### config.mk
export PLATFORM = sky130hd
export DESIGN_NAME = spac_top
export DESIGN_NICKNAME = d
export VERILOG_FILES = /design/src/logic/spac_pkg.sv /design/src/logic/spac_link.sv /design/src/logic/spac_top.sv
export SDC_FILE = /design/constraint.sdc
export NUM_CORES = 1
export LEC_CHECK = 0
export BUFFER_PORTS_ARGS = -buffer_cell sky130_fd_sc_hd__buf_4
export CORE_ASPECT_RATIO = 0.75
export CORE_MARGIN = 1
export CORE_UTILIZATION = 40
export CTS_BUF_LIST = sky130_fd_sc_hd__clkbuf_16
export CTS_CLUSTER_DIAMETER = 80
export DETAILED_ROUTE_END_ITERATION = 7
export HOLD_SLACK_MARGIN = 0.06
export PLACE_DENSITY = 0.65
export SKIP_CTS_REPAIR_TIMING = 1
export SYNTH_ARGS = -nofsm -noshare
export SYNTH_HDL_FRONTEND = slang
export SYNTH_SLANG_ARGS = --single-unit
### constraint.sdc
create_clock -name sys_clk -period 8 [get_ports sys_clk]
set_input_delay 1.6 -clock sys_clk [delete_from_list [all_inputs] [get_ports sys_clk]]
set_output_delay 1.6 -clock sys_clk [all_outputs]
set_load 0.01 [all_outputs]
### src/logic/spac_pkg.sv
package spac_pkg;
  // apb byte addresses
  localparam logic [7:0] ADDR_CON1L = 8'h00;
  localparam logic [7:0] ADDR_CON1H = 8'h04;
  localparam logic [7:0] ADDR_STATL = 8'h08;
  localparam logic [7:0] ADDR_BUFL = 8'h0C;
  localparam logic [7:0] ADDR_BUFH = 8'h10;
  localparam logic [7:0] ADDR_IRQ_STAT = 8'h14;
  localparam logic [7:0] ADDR_IRQ_EN = 8'h18;
  localparam logic [7:0] ADDR_IRQ_CLR = 8'h1C;
  localparam logic [7:0] ADDR_SYS = 8'h20;
  // control one low fields
  localparam int BIT_ON = 15;
  localparam int BIT_IDLE_HALT = 13;
  localparam int BIT_SDO_DIS = 12;
  localparam int BIT_W32 = 11;
  localparam int BIT_W16 = 10;
  localparam int BIT_CKE = 8;
  localparam int BIT_SLAVE_SELECT_ENABLE = 7;
  localparam int BIT_CKP = 6;
  localparam int BIT_MCLK = 2;
  localparam logic [15:0] CON1L_MASK = 16'hBFFF;
  // control one high fields
  localparam int BIT_AUDIO_PROTOCOL_ENABLE = 15;
  localparam int BIT_FRAMED_MODE_ENABLE = 13;
  localparam int BIT_FSPW = 11;
  localparam int BIT_DSP = 0;
  localparam logic [15:0] CON1H_MASK = 16'hA801;
  // status low fields
  localparam int BIT_ROV = 6;
  localparam int BIT_RXF = 0;
  localparam int BIT_BUSY = 1;
  // interrupt events
  localparam int EV_DONE = 0;
  localparam int EV_ROV = 1;
  localparam logic [15:0] RESET_WORD = 16'h0000;
  localparam logic [4:0] FRAME_BITS_16 = 5'h0F;
  localparam logic [4:0] FRAME_BITS_32 = 5'h1F;

  typedef struct packed {
    logic clk;
    logic din;
    logic ss_n;
  } spac_pins_in_type;

  typedef struct packed {
    logic dout;
    logic dout_oe;
    logic left_right_clock;
    logic rx_done;
  } spac_link_out_type;
endpackage

### src/logic/spac_link.sv
`timescale 1ns/10ps
module spac_link
  import spac_pkg::*;
(
  input wire logic sys_clk,
  input wire logic rst,
  input wire logic run,
  input wire logic start,
  input wire logic [31:0] tx_word,
  input wire logic wide,
  input wire logic cke,
  input wire logic ckp,
  input wire logic use_ss,
  input wire logic fs_pulse,
  input wire logic dsp,
  input wire logic sdo_dis,
  input wire spac_pins_in_type pins,
  output spac_link_out_type lout,
  output logic [31:0] rx_word,
  output logic busy
);
  typedef struct packed {
    logic [2:0] clk_s;
    logic [1:0] din_s;
    logic [1:0] ss_s;
    logic active;
    logic [4:0] cnt;
    logic [31:0] sh_tx;
    logic [31:0] sh_rx;
    logic [31:0] rx;
    logic done;
    logic dout;
    logic left_right_clock;
  } spac_link_state_type;
  spac_link_state_type st, next_st;
  logic rise, fall, shift_edge, samp_edge, ss_ok;

  always_comb begin
    next_st = st;
    next_st.clk_s = {st.clk_s[1:0], pins.clk};
    next_st.din_s = {st.din_s[0], pins.din};
    next_st.ss_s = {st.ss_s[0], pins.ss_n};
    next_st.done = 1'b0;
    rise = st.clk_s[1] & ~st.clk_s[2];
    fall = ~st.clk_s[1] & st.clk_s[2];
    shift_edge = (cke ^ ckp) ? rise : fall;
    samp_edge = (cke ^ ckp) ? fall : rise;
    ss_ok = ~use_ss | ~st.ss_s[1];
    if (!run) begin
      next_st.active = 1'b0;
      next_st.cnt = 5'h00;
    end else if (start && !st.active) begin
      next_st.active = 1'b1;
      next_st.sh_tx = tx_word;
      next_st.cnt = wide ? FRAME_BITS_32 : FRAME_BITS_16;
      next_st.dout = wide ? tx_word[31] : tx_word[15];
    end else if (st.active && ss_ok) begin
      if (samp_edge) begin
        next_st.sh_rx = {st.sh_rx[30:0], st.din_s[1]};
      end
      if (shift_edge) begin
        next_st.sh_tx = {st.sh_tx[30:0], 1'b0};
        next_st.dout = wide ? st.sh_tx[30] : st.sh_tx[14];
        if (st.cnt == 5'h00) begin
          next_st.active = 1'b0;
          next_st.done = 1'b1;
          next_st.rx = st.sh_rx;
        end else begin
          next_st.cnt = st.cnt - 5'h01;
        end
      end
    end
    if (dsp) begin
      next_st.left_right_clock = next_st.active & (fs_pulse | (next_st.cnt ==
                    (wide ? FRAME_BITS_32 : FRAME_BITS_16)));
    end else begin
      next_st.left_right_clock = next_st.active;
    end
  end

  always_ff @(posedge sys_clk or posedge rst) begin
    if (rst) begin
      st <= '0;
    end else begin
      st <= next_st;
    end
  end

  assign lout.dout = st.dout;
  assign lout.dout_oe = ~sdo_dis & run;
  assign lout.left_right_clock = st.left_right_clock;
  assign lout.rx_done = st.done;
  assign rx_word = st.rx;
  assign busy = st.active;
endmodule

### src/logic/spac_top.sv
// The implementer's own choices: the register addresses and the APB register port.
`timescale 1ns/10ps
// Functional notes
// - audio transfer starts once both buffers written, or low buffer alone at 16 bits
// - on bit off resets, stops, no events
// - idle halt bit stops module in idle
// - serial out disable releases data pin
// - audio mode forces clock edge select zero
// - framed mode ignores slave select enable
// - master clock select writable only when off
// - dsp mode ignores word widths, lrc follows pulse
module spac_top
  import spac_pkg::*;
(
  input wire logic sys_clk,
  input wire logic rst,
  input wire logic psel,
  input wire logic penable,
  input wire logic pwrite,
  input wire logic [7:0] paddr,
  input wire logic [31:0] pwdata,
  output logic [31:0] prdata,
  output logic pready,
  output logic pslverr,
  input wire logic cpu_idle,
  input wire logic link_clk,
  input wire logic link_din,
  input wire logic link_ss_n,
  output logic link_dout,
  output logic link_dout_oe,
  output logic link_lrc,
  output logic irq
);
  typedef struct packed {
    logic [15:0] con1l;
    logic [15:0] con1h;
    logic [15:0] bufl;
    logic [15:0] bufh;
    logic wl;
    logic wh;
    logic rov;
    logic rxf;
    logic [31:0] rxd;
    logic [1:0] ists;
    logic [1:0] ien;
    logic [1:0] idle_s;
    logic [31:0] rdata;
    logic ready;
    logic err;
    logic irq;
    logic dout;
    logic dout_oe;
    logic left_right_clock;
  } spac_state_type;
  spac_state_type st, next_st;
  spac_link_out_type lout;
  logic [31:0] rx_word;
  logic busy, run, audio, framed, wide, cke_eff, start, wr, rd, setup;
  spac_pins_in_type pins;

  function automatic logic [31:0] zext(input logic [15:0] v);
    zext = {16'h0000, v};
  endfunction

  // refused address or direction, answered with pslverr alongside pready
  function automatic logic addr_bad(input logic [7:0] a, input logic w);
    addr_bad = 1'b0;
    unique case (a)
      ADDR_CON1L, ADDR_CON1H, ADDR_STATL, ADDR_BUFL, ADDR_BUFH, ADDR_IRQ_EN: addr_bad = 1'b0;
      ADDR_IRQ_STAT, ADDR_SYS: addr_bad = w;
      ADDR_IRQ_CLR: addr_bad = ~w;
      default: addr_bad = 1'b1;
    endcase
  endfunction

  assign pins = '{clk: link_clk, din: link_din, ss_n: link_ss_n};
  assign audio = st.con1h[BIT_AUDIO_PROTOCOL_ENABLE];
  assign framed = st.con1h[BIT_FRAMED_MODE_ENABLE];
  assign run = st.con1l[BIT_ON] & ~(st.con1l[BIT_IDLE_HALT] & st.idle_s[1]);
  assign cke_eff = audio ? 1'b0 : st.con1l[BIT_CKE];
  assign wide = (audio & st.con1h[BIT_DSP]) ? 1'b1 : st.con1l[BIT_W32];
  assign start = run & st.wl & st.wh;
  assign setup = psel & ~penable;
  assign wr = psel & penable & pwrite & st.ready;
  assign rd = setup & ~pwrite;

  spac_link u_link (
    .sys_clk(sys_clk),
    .rst(rst),
    .run(run),
    .start(start),
    .tx_word({st.bufh, st.bufl}),
    .wide(wide),
    .cke(cke_eff),
    .ckp(st.con1l[BIT_CKP]),
    .use_ss(st.con1l[BIT_SLAVE_SELECT_ENABLE] & ~framed),
    .fs_pulse(st.con1h[BIT_FSPW]),
    .dsp(audio & st.con1h[BIT_DSP]),
    .sdo_dis(st.con1l[BIT_SDO_DIS]),
    .pins(pins),
    .lout(lout),
    .rx_word(rx_word),
    .busy(busy)
  );

  ////////////////////////////////////////////////////////////////////////////
  always_comb begin
    next_st = st;
    next_st.idle_s = {st.idle_s[0], cpu_idle};
    next_st.ready = setup;
    next_st.err = setup & addr_bad(paddr, pwrite);
    if (start) begin
      next_st.wl = 1'b0;
      next_st.wh = 1'b0;
    end
    if (wr) begin
      unique case (paddr)
        ADDR_CON1L: begin
          next_st.con1l = pwdata[15:0] & CON1L_MASK;
          if (st.con1l[BIT_ON]) begin
            next_st.con1l[BIT_MCLK] = st.con1l[BIT_MCLK];
          end
        end
        ADDR_CON1H: next_st.con1h = pwdata[15:0] & CON1H_MASK;
        ADDR_STATL: begin
          if (!pwdata[BIT_ROV]) begin
            next_st.rov = 1'b0;
          end
        end
        ADDR_BUFL: begin
          next_st.bufl = pwdata[15:0];
          next_st.wl = 1'b1;
          if (!wide) begin
            next_st.wh = 1'b1;
          end
        end
        ADDR_BUFH: begin
          next_st.bufh = pwdata[15:0];
          next_st.wh = 1'b1;
        end
        ADDR_IRQ_EN: next_st.ien = pwdata[1:0];
        ADDR_IRQ_CLR: next_st.ists = st.ists & ~pwdata[1:0];
        default: ;
      endcase
    end
    if (rd) begin
      unique case (paddr)
        ADDR_CON1L: next_st.rdata = zext(st.con1l);
        ADDR_CON1H: next_st.rdata = zext(st.con1h);
        ADDR_STATL: next_st.rdata = zext({9'h000, st.rov, 4'h0, busy, st.rxf});
        ADDR_BUFL: next_st.rdata = zext(st.rxd[15:0]);
        ADDR_BUFH: next_st.rdata = zext(st.rxd[31:16]);
        ADDR_IRQ_STAT: next_st.rdata = {30'h00000000, st.ists};
        ADDR_IRQ_EN: next_st.rdata = {30'h00000000, st.ien};
        ADDR_SYS: next_st.rdata = {30'h00000000, run, audio};
        default: next_st.rdata = 32'h00000000;
      endcase
    end
    if (psel && penable && !pwrite && st.ready) begin
      if (paddr == ADDR_BUFL) begin
        next_st.rxf = 1'b0;
      end
    end
    if (lout.rx_done) begin
      next_st.rxd = rx_word;
      if (st.rxf) begin
        next_st.rov = 1'b1;
        next_st.ists[EV_ROV] = 1'b1;
      end
      next_st.rxf = 1'b1;
      next_st.ists[EV_DONE] = 1'b1;
    end
    if (!st.con1l[BIT_ON]) begin
      next_st.wl = 1'b0;
      next_st.wh = 1'b0;
      next_st.rxf = 1'b0;
      next_st.ists = 2'h0;
    end
    next_st.irq = |(next_st.ists & next_st.ien);
    next_st.dout = lout.dout;
    next_st.dout_oe = lout.dout_oe;
    next_st.left_right_clock = lout.left_right_clock;
  end

  always_ff @(posedge sys_clk or posedge rst) begin
    if (rst) begin
      st <= '0;
    end else begin
      st <= next_st;
    end
  end

  assign prdata = st.rdata;
  assign pready = st.ready;
  assign pslverr = st.err;
  assign irq = st.irq;
  assign link_dout = st.dout;
  assign link_dout_oe = st.dout_oe;
  assign link_lrc = st.left_right_clock;

  ////////////////////////////////////////////////////////////////////////////
  a_off_no_irq: assert property (@(posedge sys_clk) disable iff (rst)
    !st.con1l[BIT_ON] |=> !irq) else $error("irq while off");
  a_sdo_release: assert property (@(posedge sys_clk) disable iff (rst)
    st.con1l[BIT_SDO_DIS] |-> ##2 !link_dout_oe) else $error("sdo driven");
  a_mclk_lock: assert property (@(posedge sys_clk) disable iff (rst)
    st.con1l[BIT_ON] |=> $stable(st.con1l[BIT_MCLK])) else $error("mclk changed");
  a_idle_halt: assert property (@(posedge sys_clk) disable iff (rst)
    (st.con1l[BIT_IDLE_HALT] && st.idle_s[1]) |=> !busy) else $error("no halt");
  a_idle_run: assert property (@(posedge sys_clk) disable iff (rst)
    (st.con1l[BIT_ON] && !st.con1l[BIT_IDLE_HALT] && busy) |=> (busy || lout.rx_done))
    else $error("halted");
  a_start_buf: assert property (@(posedge sys_clk) disable iff (rst)
    (start && !busy) |=> busy) else $error("no start");
  a_audio_cke: assert property (@(posedge sys_clk) disable iff (rst)
    audio |-> (u_link.shift_edge == (st.con1l[BIT_CKP] ? u_link.rise : u_link.fall)))
    else $error("cke not forced");
  a_frame_ss: assert property (@(posedge sys_clk) disable iff (rst)
    framed |-> u_link.ss_ok) else $error("ss used");
  a_dsp_wide: assert property (@(posedge sys_clk) disable iff (rst)
    (audio && st.con1h[BIT_DSP] && start && !busy) |=> (u_link.st.cnt == FRAME_BITS_32))
    else $error("width used");
  a_off_link: assert property (@(posedge sys_clk) disable iff (rst)
    !run |=> (!busy && !link_dout_oe)) else $error("link runs while stopped");
  a_halt_no_done: assert property (@(posedge sys_clk) disable iff (rst)
    !run |=> !lout.rx_done) else $error("event while stopped");
  a_sdo_drive: assert property (@(posedge sys_clk) disable iff (rst)
    (run && !st.con1l[BIT_SDO_DIS]) |=> link_dout_oe) else $error("sdo not driven");
  a_mclk_write: assert property (@(posedge sys_clk) disable iff (rst)
    (wr && paddr == ADDR_CON1L && !st.con1l[BIT_ON] && pwdata[BIT_MCLK])
    |=> st.con1l[BIT_MCLK]) else $error("mclk write lost");
  a_done_status: assert property (@(posedge sys_clk) disable iff (rst)
    (lout.rx_done && st.con1l[BIT_ON]) |=> (st.rxf && st.ists[EV_DONE]))
    else $error("done not flagged");
  a_irq_clear: assert property (@(posedge sys_clk) disable iff (rst)
    (wr && paddr == ADDR_IRQ_CLR && pwdata[EV_DONE] && !lout.rx_done)
    |=> !st.ists[EV_DONE]) else $error("status not cleared");
  a_ready_pulse: assert property (@(posedge sys_clk) disable iff (rst)
    (psel && !penable) |=> pready) else $error("no ready after setup");
  a_ready_once: assert property (@(posedge sys_clk) disable iff (rst)
    pready |=> !pready) else $error("ready held");
  a_err_ready: assert property (@(posedge sys_clk) disable iff (rst)
    pslverr |-> pready) else $error("error without ready");
  a_rdata_hold: assert property (@(posedge sys_clk) disable iff (rst)
    !(psel && !penable && !pwrite) |=> $stable(prdata)) else $error("read data moved");
  c_start: cover property (@(posedge sys_clk) disable iff (rst) start && !busy);
  c_dsp: cover property (@(posedge sys_clk) disable iff (rst)
    audio && st.con1h[BIT_DSP] && start);
  c_done: cover property (@(posedge sys_clk) disable iff (rst) lout.rx_done);
  c_rov: cover property (@(posedge sys_clk) disable iff (rst) $rose(st.rov));
  c_irq: cover property (@(posedge sys_clk) disable iff (rst) $rose(irq));
endmodule

==> flow_summary.yaml, run 1 <==
die:
  num_rows: 48
  dieArea_um2: 24100
  die_h_um: 135
  core_area_um2: 23000
  chipWidth_um: 179
  initial_core_util_pct: 40.8
  ios: 87
critical_path:
  cp_slowest_cell: "nor2_2"
  crit_path_end_kind: "flop"
  path_class: "in2reg"
  worstSetupStartpointType: "input pin"
  path_max_fanout: 18
  path_cells: "buf_4 -> nor3_2 -> nand2b_1 -> nor2_2 -> nand2_1 -> mux2_2"
  slowest_delay_ns: 0.82
  crit_arrival_ns: 4.29
  worst_ep_required_time_ns: 8.38
synth:
  synth_cell_types: 53
  ys_dominant_reg_cell: "dfrtp_1"
  syn_inst: 730
  avgSynthCellArea_um2: 12.9
  ys_seq_area_share_pct: 60.2
  synth_edf_count: 0
  synthArstFlopShare_pct: 100
  syn_area_um2: 9400
  synth-seq-cells: 226
  yosys_warnings: 0
placement:
  gp_congestion: 0.840
  dpl_cell_area_um2: 9920
  dp_hpwl_um: 11900
  post-place-ws_ns: 3.51
  numPortBuffers: 54
layout:
  utilization_pct: 46.3
  drive_gt1_share_pct: 33.7
  nets: 815
  design_area_um2: 10700
  area_growth_syn_to_layout_pct: 13.5
  antenna_cells: 0
sta:
  rsz0062_at_grt: "no"
  worstMarginPinSlew_ns: 1.00
  hold_ws_ns: 0.349
  final.period_utilization_pct: 48.8
  setup_viol: 0
  fin_tns_setup_ns: 0
  period_minus_slack_ns: 3.90
  max_freq_mhz: 256
  max_slew_margin_pct: 33.1
  skew_ns: 0.00927
  finalHoldViolCount: 0
  final_max_slew_viol_count: 0
  fin_ws_ns: 4.10
global_routing:
  antenna_found_initial: 0
  grt_pass1_vias: 5682
  grt_max_degree: 112
  grt_pass1_wl_um: 31200
  grt-ovfl-total: 0
  track_usage_pct: 16.5
cts:
  htreeDepth: 1
  clock_latency_ns: 0.51
  cts_made_buffers: 24
  cts_tree: "done"
  clk_pin_slew_ns: 0.06
  clock_sinks: 226
  cts_buffer_depth: 3
  cts_root_buffer: "clkbuf_16"
outcome:
  status: "complete, no violations"
pwr:
  ir_worst_vdd_mv: 0.136
  p_leak_nw: 5.05
  powerDensity_nw_per_um2: 215
flow_run:
  maxCapViolCount: 0
detailed_routing:
  viasPerCell: 5.30
  drt-total-wl_um: 19100
  vias: 5744
  postRouteAntennaNets: 0
  wire_per_inst_um: 17.6
  drt_first_iter_violations: 457
  first_pass_iters: 6
  remaining_drc_errors: 0
hold_path:
  min_path_type: "reg2reg"
-- registers in the layout (all words and copies together), names as in the netlist --
signal,flops
u_link.st,71
framed,1
pready,1
u_link.lout,3
next_st,1
link_dout_oe,1
pslverr,1
prdata,16
irq,1
audio,1
st,90
link_dout,1
u_link.next_st,4
u_link.busy,1
link_lrc,1
u_link.rx_word,32
-- per-stage QoR --
step / power (W) / instances
floorplan: 0.00126 / 745
global placement: 0.00129 / 1039
detailed placement: 0.00129 / 1039
CTS: 0.00232 / 1083
global route: 0.00238 / 1083
finish: 0.00230 / 1083
-- worst max-delay path, delay by kind of cell --
kind	cells	cell delay [ns]
and+or+nand+nor	4	2.05
buffers and inverters	1	0.13
muxes	1	0.51
-- report_power, final --
group | internal, W | switching, W
Clock | 0.000595 | 0.000435
Sequential | 0.00116 | 0.00000987
Combinational | 0.0000372 | 0.0000585
Total | 0.00179 | 0.000503
-- Yosys cell counts, drive strengths merged (3+ instances only) --
cell type,number,share of area [%]
a21boi,3,0.24
a21oi,24,1.3
a222oi,11,1.2
a22oi,41,3.3
a31oi,4,0.27
and2,5,0.33
buf,49,3.5
clkbuf,20,0.80
dfrtp,226,60
inv,8,0.32
mux2,151,18
nand2,57,2.3
nand2b,3,0.20
nand3,6,0.32
nand3b,4,0.32
nor2,39,1.7
nor2b,5,0.36
nor3,5,0.32
o21a,3,0.24
o21ai,37,2.0
-- cell usage in the layout, fill, tap and decap left out, types with 5 or more instances in the layout --
master / instances
dfrtp_1: 226
mux2_2: 150
buf_4: 63
nand2_1: 57
a22oi_1: 41
o21ai_0: 35
nor2_1: 33
clkbuf_16: 25
a21oi_1: 24
conb_1: 16
inv_1: 11
a222oi_1: 11
clkinv_2: 8
nand3_1: 6
and2_1: 5
clkinv_1: 5
-- final timing paths --
check                          startpoint                  to  slack (ns)  cells past startpoint
max                              paddr[5]             st[102]        4.10                      6
max reg2reg                       st[136]  u_link.rx_word[23]        5.18                      7
min in group asynchronous             rst            link_lrc        1.24                      2
max in group asynchronous             rst              st[64]        5.39                      3
min                        u_link.lout[1]            link_lrc        0.35                      0
min reg2reg                u_link.lout[1]            link_lrc        0.35                      0
-- cells by family (layout without fill, tap and decap cells) --
family	count (synthesis)	after routing	share of synthesized area, %
flip-flops	226	226	60.2
multiplexers	153	153	18.4
AO/OA/AOI/OAI	138	138	9.84
AND/OR/NAND/NOR	132	132	6.53
buffers and inverters	77	115	4.65
XOR/XNOR	2	2	0.266
adder cells (fa/ha/maj)	1	1	0.133
other	1	16	0.0399
-- metal layers --
metal  up-vias  share of wire [%]  global-route usage [%]
met5         -                  0                       0
met4         0                2.3                    4.19
met3        34                5.8                    3.60
met2       140                 44                    24.0
met1      2924                 48                    24.7
li1       2646                  -                       -
-- area by class of cell --
| cell class | count | area [um^2] |
|---|---|---|
| multi-input cells | 442 | 3380 |
| well taps | 300 | 375 |
| clock inverters | 19 | 111 |
| repair buffers | 63 | 473 |
| inverters | 8 | 37.5 |
| fillers | 2050 | 12300 |
| flip-flops and latches | 226 | 5660 |
| clock buffers | 25 | 626 |
No activity file was read; power rests on OpenSTA's default activity.
==> run 2: changes to the inputs <==
- clock period: 8 -> 3.15 ns (I/O delays scaled with it)
==> run 2 against run 1 <==
Compared with the run above:
- clock skew fell by 0.0014 ns
- combinational power rose to 2.6 times the previous value
- critical path depth rose by 1
- clock power rose to 2.5 times the previous value
- non-clock buffer count rose by 8
- design area rose by 0.73%
- total power rose to 2.5 times the previous value
- clock-buffer cell count did not move
- global-route usage fell by 0.16 points
- setup slack got worse by 3.5 ns
- largest cell class unchanged
==> flow_summary.yaml, run 2 (synthesis gave the netlist of run 1 again) <==
die:
  dieArea_um2: 24100
  chipWidth_um: 179
  core_area_um2: 23000
  ios: 87
  die_h_um: 135
  initial_core_util_pct: 40.8
  num_rows: 48
pwr:
  power_switching_w: 0.00126
  powerDensity_nw_per_um2: 541
  swShare_pct: 21.7
  pwr-share-clk_pct: 44.6
  seq_power_share_pct: 51.2
  ir_worst_vdd_mv: 0.324
  p_int_w: 0.00455
  p_leak_nw: 5.09
  comb_power_share_pct: 4.3
global_routing:
  grt-ovfl-total: 0
  grt_pass1_wl_um: 30700
  grt_pass1_vias: 5471
  track_usage_pct: 16.3
  antenna_found_initial: 0
  grt_max_degree: 130
layout:
  final_cells: 1090
  area_growth_syn_to_layout_pct: 14.3
  top_register: "st"
  final_cell_mix: "dfrtp_1 (226), mux2_2 (150), buf_4 (68)"
  antenna_cells: 0
  final_common_cell: "dfrtp_1"
  nets: 823
  drive_gt1_share_pct: 33.9
  utilization_pct: 46.7
  largest_reg_flops: 90
  fillers: 2050
hold_path:
  min_path_type: "in2async"
critical_path:
  path_max_fanout: 12
  reg2reg_depth: 7
  r2r_start: "st[136]"
  path_class: "reg2reg"
  crit_arrival_ns: 2.96
  reg2reg_slack_ns: 0.59
  slowest_delay_ns: 0.51
  worstSetupStartpointType: "flop"
  worst_ep_required_time_ns: 3.55
  r2r-end: "u_link.lout[1]"
  crit_path_end_kind: "flop"
  cp_slowest_cell: "mux2i_4"
  path_cells: "nor2b_2 -> xnor2_2 -> mux2i_4 -> nor2b_1 -> mux2_1 -> or2_0 -> o32ai_1"
detailed_routing:
  wire_per_inst_um: 17.7
  vias: 5801
  viasPerCell: 5.32
  postRouteAntennaNets: 0
  first_pass_iters: 7
  remaining_drc_errors: 0
  drt_first_iter_violations: 547
  drt-total-wl_um: 19300
cts:
  clk_pin_slew_ns: 0.06
  cts_buffer_depth: 3
  clock_sinks: 226
  cts_root_buffer: "clkbuf_16"
  clock_latency_ns: 0.51
  cts_tree: "done"
  htreeDepth: 1
  cts_made_buffers: 24
sta:
  setup_viol: 0
  worstMarginPinSlew_ns: 0.893
  max_freq_mhz: 391
  rsz0062_at_grt: "no"
  max_slew_margin_pct: 40.3
  period_minus_slack_ns: 2.56
  final.period_utilization_pct: 81.1
  skew_ns: 0.00789
  finalHoldViolCount: 0
  final_max_slew_viol_count: 0
placement:
  dp_cells: 1047
  gp_congestion: 0.851
  numPortBuffers: 54
  dp_hpwl_um: 12400
flow_run:
  maxCapViolCount: 0
outcome:
  status: "complete, no violations"
-- run 2: cell count changes in the layout (fill, tap and decap cells not counted), sizes merged --
| cell | delta |
|---|---|
| inv | +2 |
| buf | +8 |
| clkinv | -3 |
-- run 2: metrics by stage --
stage               worst slack (ns)  hold slack, ns  setup TNS [ns]  instance area, um^2  power, W
detailed placement             0.611           0.335               0                10000   0.00328
global route                   0.473           0.142               0                10700   0.00603
finish                         0.594           0.130               0                10700   0.00581
CTS                            0.600           0.132               0                10700   0.00588
floorplan                     -0.432           0.331          -97.63                 9460   0.00320
global placement               0.624           0.333               0                10000   0.00328
-- run 2: layer usage --
layer	vias to the layer above	routed length [um]	track usage, %
li1	2660	-	-
met1	2960	9380	24.8
met2	148	8500	23.7
met3	33	975	2.93
met4	0	423	4.66
met5	-	0	0
-- run 2: power by group through the flow --
stage / Clock [W] / Combinational (W) / Sequential (W)
global placement: 0 / 0.000252 / 0.00303
finish: 0.00259 / 0.000248 / 0.00297
CTS: 0.00265 / 0.000255 / 0.00297
floorplan: 0 / 0.000180 / 0.00302
detailed placement: 0 / 0.000255 / 0.00303
global route: 0.00277 / 0.000280 / 0.00298
-- run 2: cell type report --
cell class / count / area [um^2] / share of cell area (%)
sequential: 226 / 5660 / 52.7
multi-input combinational: 442 / 3380 / 31.4
clock buffer: 25 / 626 / 5.83
timing repair buffer: 71 / 571 / 5.31
tap: 300 / 375 / 3.50
clock inverter: 18 / 100 / 0.932
inverter: 8 / 33.8 / 0.315
-- run 2: critical path: cells and delay by family, from the launching register on --
kind             cells  cell delay (ns)
XOR/XNOR             1             0.25
AO/OA/AOI/OAI        1             0.22
multiplexers         2             0.88
AND/OR/NAND/NOR      3             0.68
flip-flops           1             0.42
-- run 2: how the worst max path moves through the flow --
stage	start	end
6_report	st[136]	u_link.lout[1]
5_1_grt	st[136]	u_link.lout[1]
4_1_cts	st[136]	u_link.lout[1]
3_5_place_dp	paddr[5]	st[97]
3_3_place_gp	psel	st[97]
2_1_floorplan	rst	audio
==> run 3: changes to the inputs <==
- PLACE_DENSITY: 0.65 -> 0.62
- clock period: 3.15 -> 2.4 ns (I/O delays scaled with it)
==> run 3 against run 2 <==
Compared with the run above:
- the flow now finishes with violations (design-rule violations)
- design area rose by 1.4%
- combinational power grew 39%
- total power rose by 28%
- flip-flop and latch count did not move
- highest routed layer unchanged
- routed wire length up 2.9%
- hold slack improved by 0.087 ns
- global-route usage is 0.68 points higher
==> flow_summary.yaml, run 3 (synthesis gave the netlist of run 1 again) <==
sta:
  finalHoldViolCount: 0
  setup_viol: 0
  max_freq_mhz: 441
  fin_ws_ns: 0.134
  final.period_utilization_pct: 94.4
  rsz0062_at_grt: "yes"
  skew_ns: 0.0166
  max_slew_margin_pct: 52.1
  worstMarginPinSlew_ns: 0.711
  final_max_slew_viol_count: 0
  period_minus_slack_ns: 2.27
layout:
  top_register: "st"
  final_cell_mix: "dfrtp_1 (226), mux2_2 (150), buf_4 (80)"
  antenna_cells: 0
  nets: 843
  final_cells: 1107
  utilization_pct: 47.4
  largest_reg_flops: 90
  final_common_cell: "dfrtp_1"
  area_growth_syn_to_layout_pct: 15.9
  drive_gt1_share_pct: 34.7
die:
  die_h_um: 135
  num_rows: 48
  initial_core_util_pct: 40.8
  dieArea_um2: 24100
  chipWidth_um: 179
  core_area_um2: 23000
  ios: 87
placement:
  gp_congestion: 0.851
  numPortBuffers: 54
  dp_hpwl_um: 13100
  post-place-ws_ns: 0.158
  dp_cells: 1063
global_routing:
  grt_pass1_vias: 5642
  antenna_found_initial: 0
  grt_max_degree: 62
  track_usage_pct: 17.0
  grt_pass1_wl_um: 31600
  grt-ovfl-total: 0
detailed_routing:
  viasPerCell: 5.25
  postRouteAntennaNets: 0
  drt_first_iter_violations: 442
  wl_met1_um: 9860
  dr_wl_met3_um: 1010
  highest_layer: "met4"
  remaining_drc_errors: 1
  route.met2.wl_um: 8650
  first_pass_iters: 7
  drt-total-wl_um: 19800
  vias: 5808
  wire_per_inst_um: 17.9
hold_path:
  hold_start: "pwdata[9]"
  holdPathEnd: "st[137]"
  holdPathStages: 2
  min_path_type: "in2reg"
critical_path:
  r2r_start: "u_link.st[99]"
  reg2reg_depth: 7
  crit_arrival_ns: 2.67
  path_class: "reg2reg"
  path_cells: "inv_1 -> ha_1 -> nor3b_2 -> and2_1 -> and4_1 -> buf_12 -> mux2_2"
  cp_slowest_cell: "dfrtp_1"
  path_max_fanout: 33
  cp_top_family: "simple AND/OR/NAND/NOR gates"
  worstSetupStartpointType: "flop"
  path_buf_inv: 2
  r2r-end: "u_link.rx_word[7]"
  reg2reg_slack_ns: 0.13
  worstSetupStartpoint: "u_link.st[99]"
  worst_ep_required_time_ns: 2.80
  slowest_delay_ns: 0.41
  crit_path_end_kind: "flop"
cts:
  cts_made_buffers: 23
  cts_root_buffer: "clkbuf_16"
  clk_pin_slew_ns: 0.06
  htreeDepth: 1
  clock_latency_ns: 0.52
  cts_buffer_depth: 3
  clock_sinks: 226
  cts_tree: "done"
pwr:
  p_leak_nw: 5.15
  ir_worst_vdd_mv: 0.322
  powerDensity_nw_per_um2: 681
flow_run:
  maxCapViolCount: 0
outcome:
  violations: "design-rule violations"
  status: "finished with violations"
## run 3: cell type report
cell class | count | area, um^2
well taps | 300 | 375
repair buffers | 92 | 791
clock inverters | 16 | 85.1
flip-flops and latches | 226 | 5660
fillers | 2088 | 12100
clock buffers | 23 | 576
multi-input cells | 442 | 3380
inverters | 8 | 33.8
## run 3: metal layers
metal / up-vias / GRT usage [%]
li1: 2708 / -
met1: 2942 / 26.3
met2: 132 / 24.5
met3: 26 / 3.21
met4: 0 / 3.77
met5: - / 0
## run 3: worst max path at each step
stage,endpoint,slack (ns),cells past startpoint
CTS,u_link.lout[1],0.12,7
floorplan,audio,-1.03,1
global placement,u_link.lout[1],0.14,7
detailed placement,u_link.lout[1],0.16,7
finish,u_link.rx_word[7],0.13,7
global route,u_link.lout[1],-0.007,7
## run 3: where the power goes
part	switching [W]	total [W]	internal [W]	leakage [nW]
combinational	0.000202	0.000344	0.000142	1.72
clock	0.00143	0.00317	0.00174	0.328
sequential	0.0000339	0.00390	0.00387	3.10
## run 3: through the flow
step / total power [W] / TNS, ns / hold slack [ns] / area (um^2)
6_report: 0.00741 / 0 / 0.217 / 10900
3_3_place_gp: 0.00431 / 0 / 0.335 / 10200
5_1_grt: 0.00771 / -0.00706 / 0.207 / 10900
2_1_floorplan: 0.00419 / -233.23 / 0.331 / 9460
4_1_cts: 0.00751 / 0 / 0.0276 / 10800
3_5_place_dp: 0.00432 / 0 / 0.335 / 10200
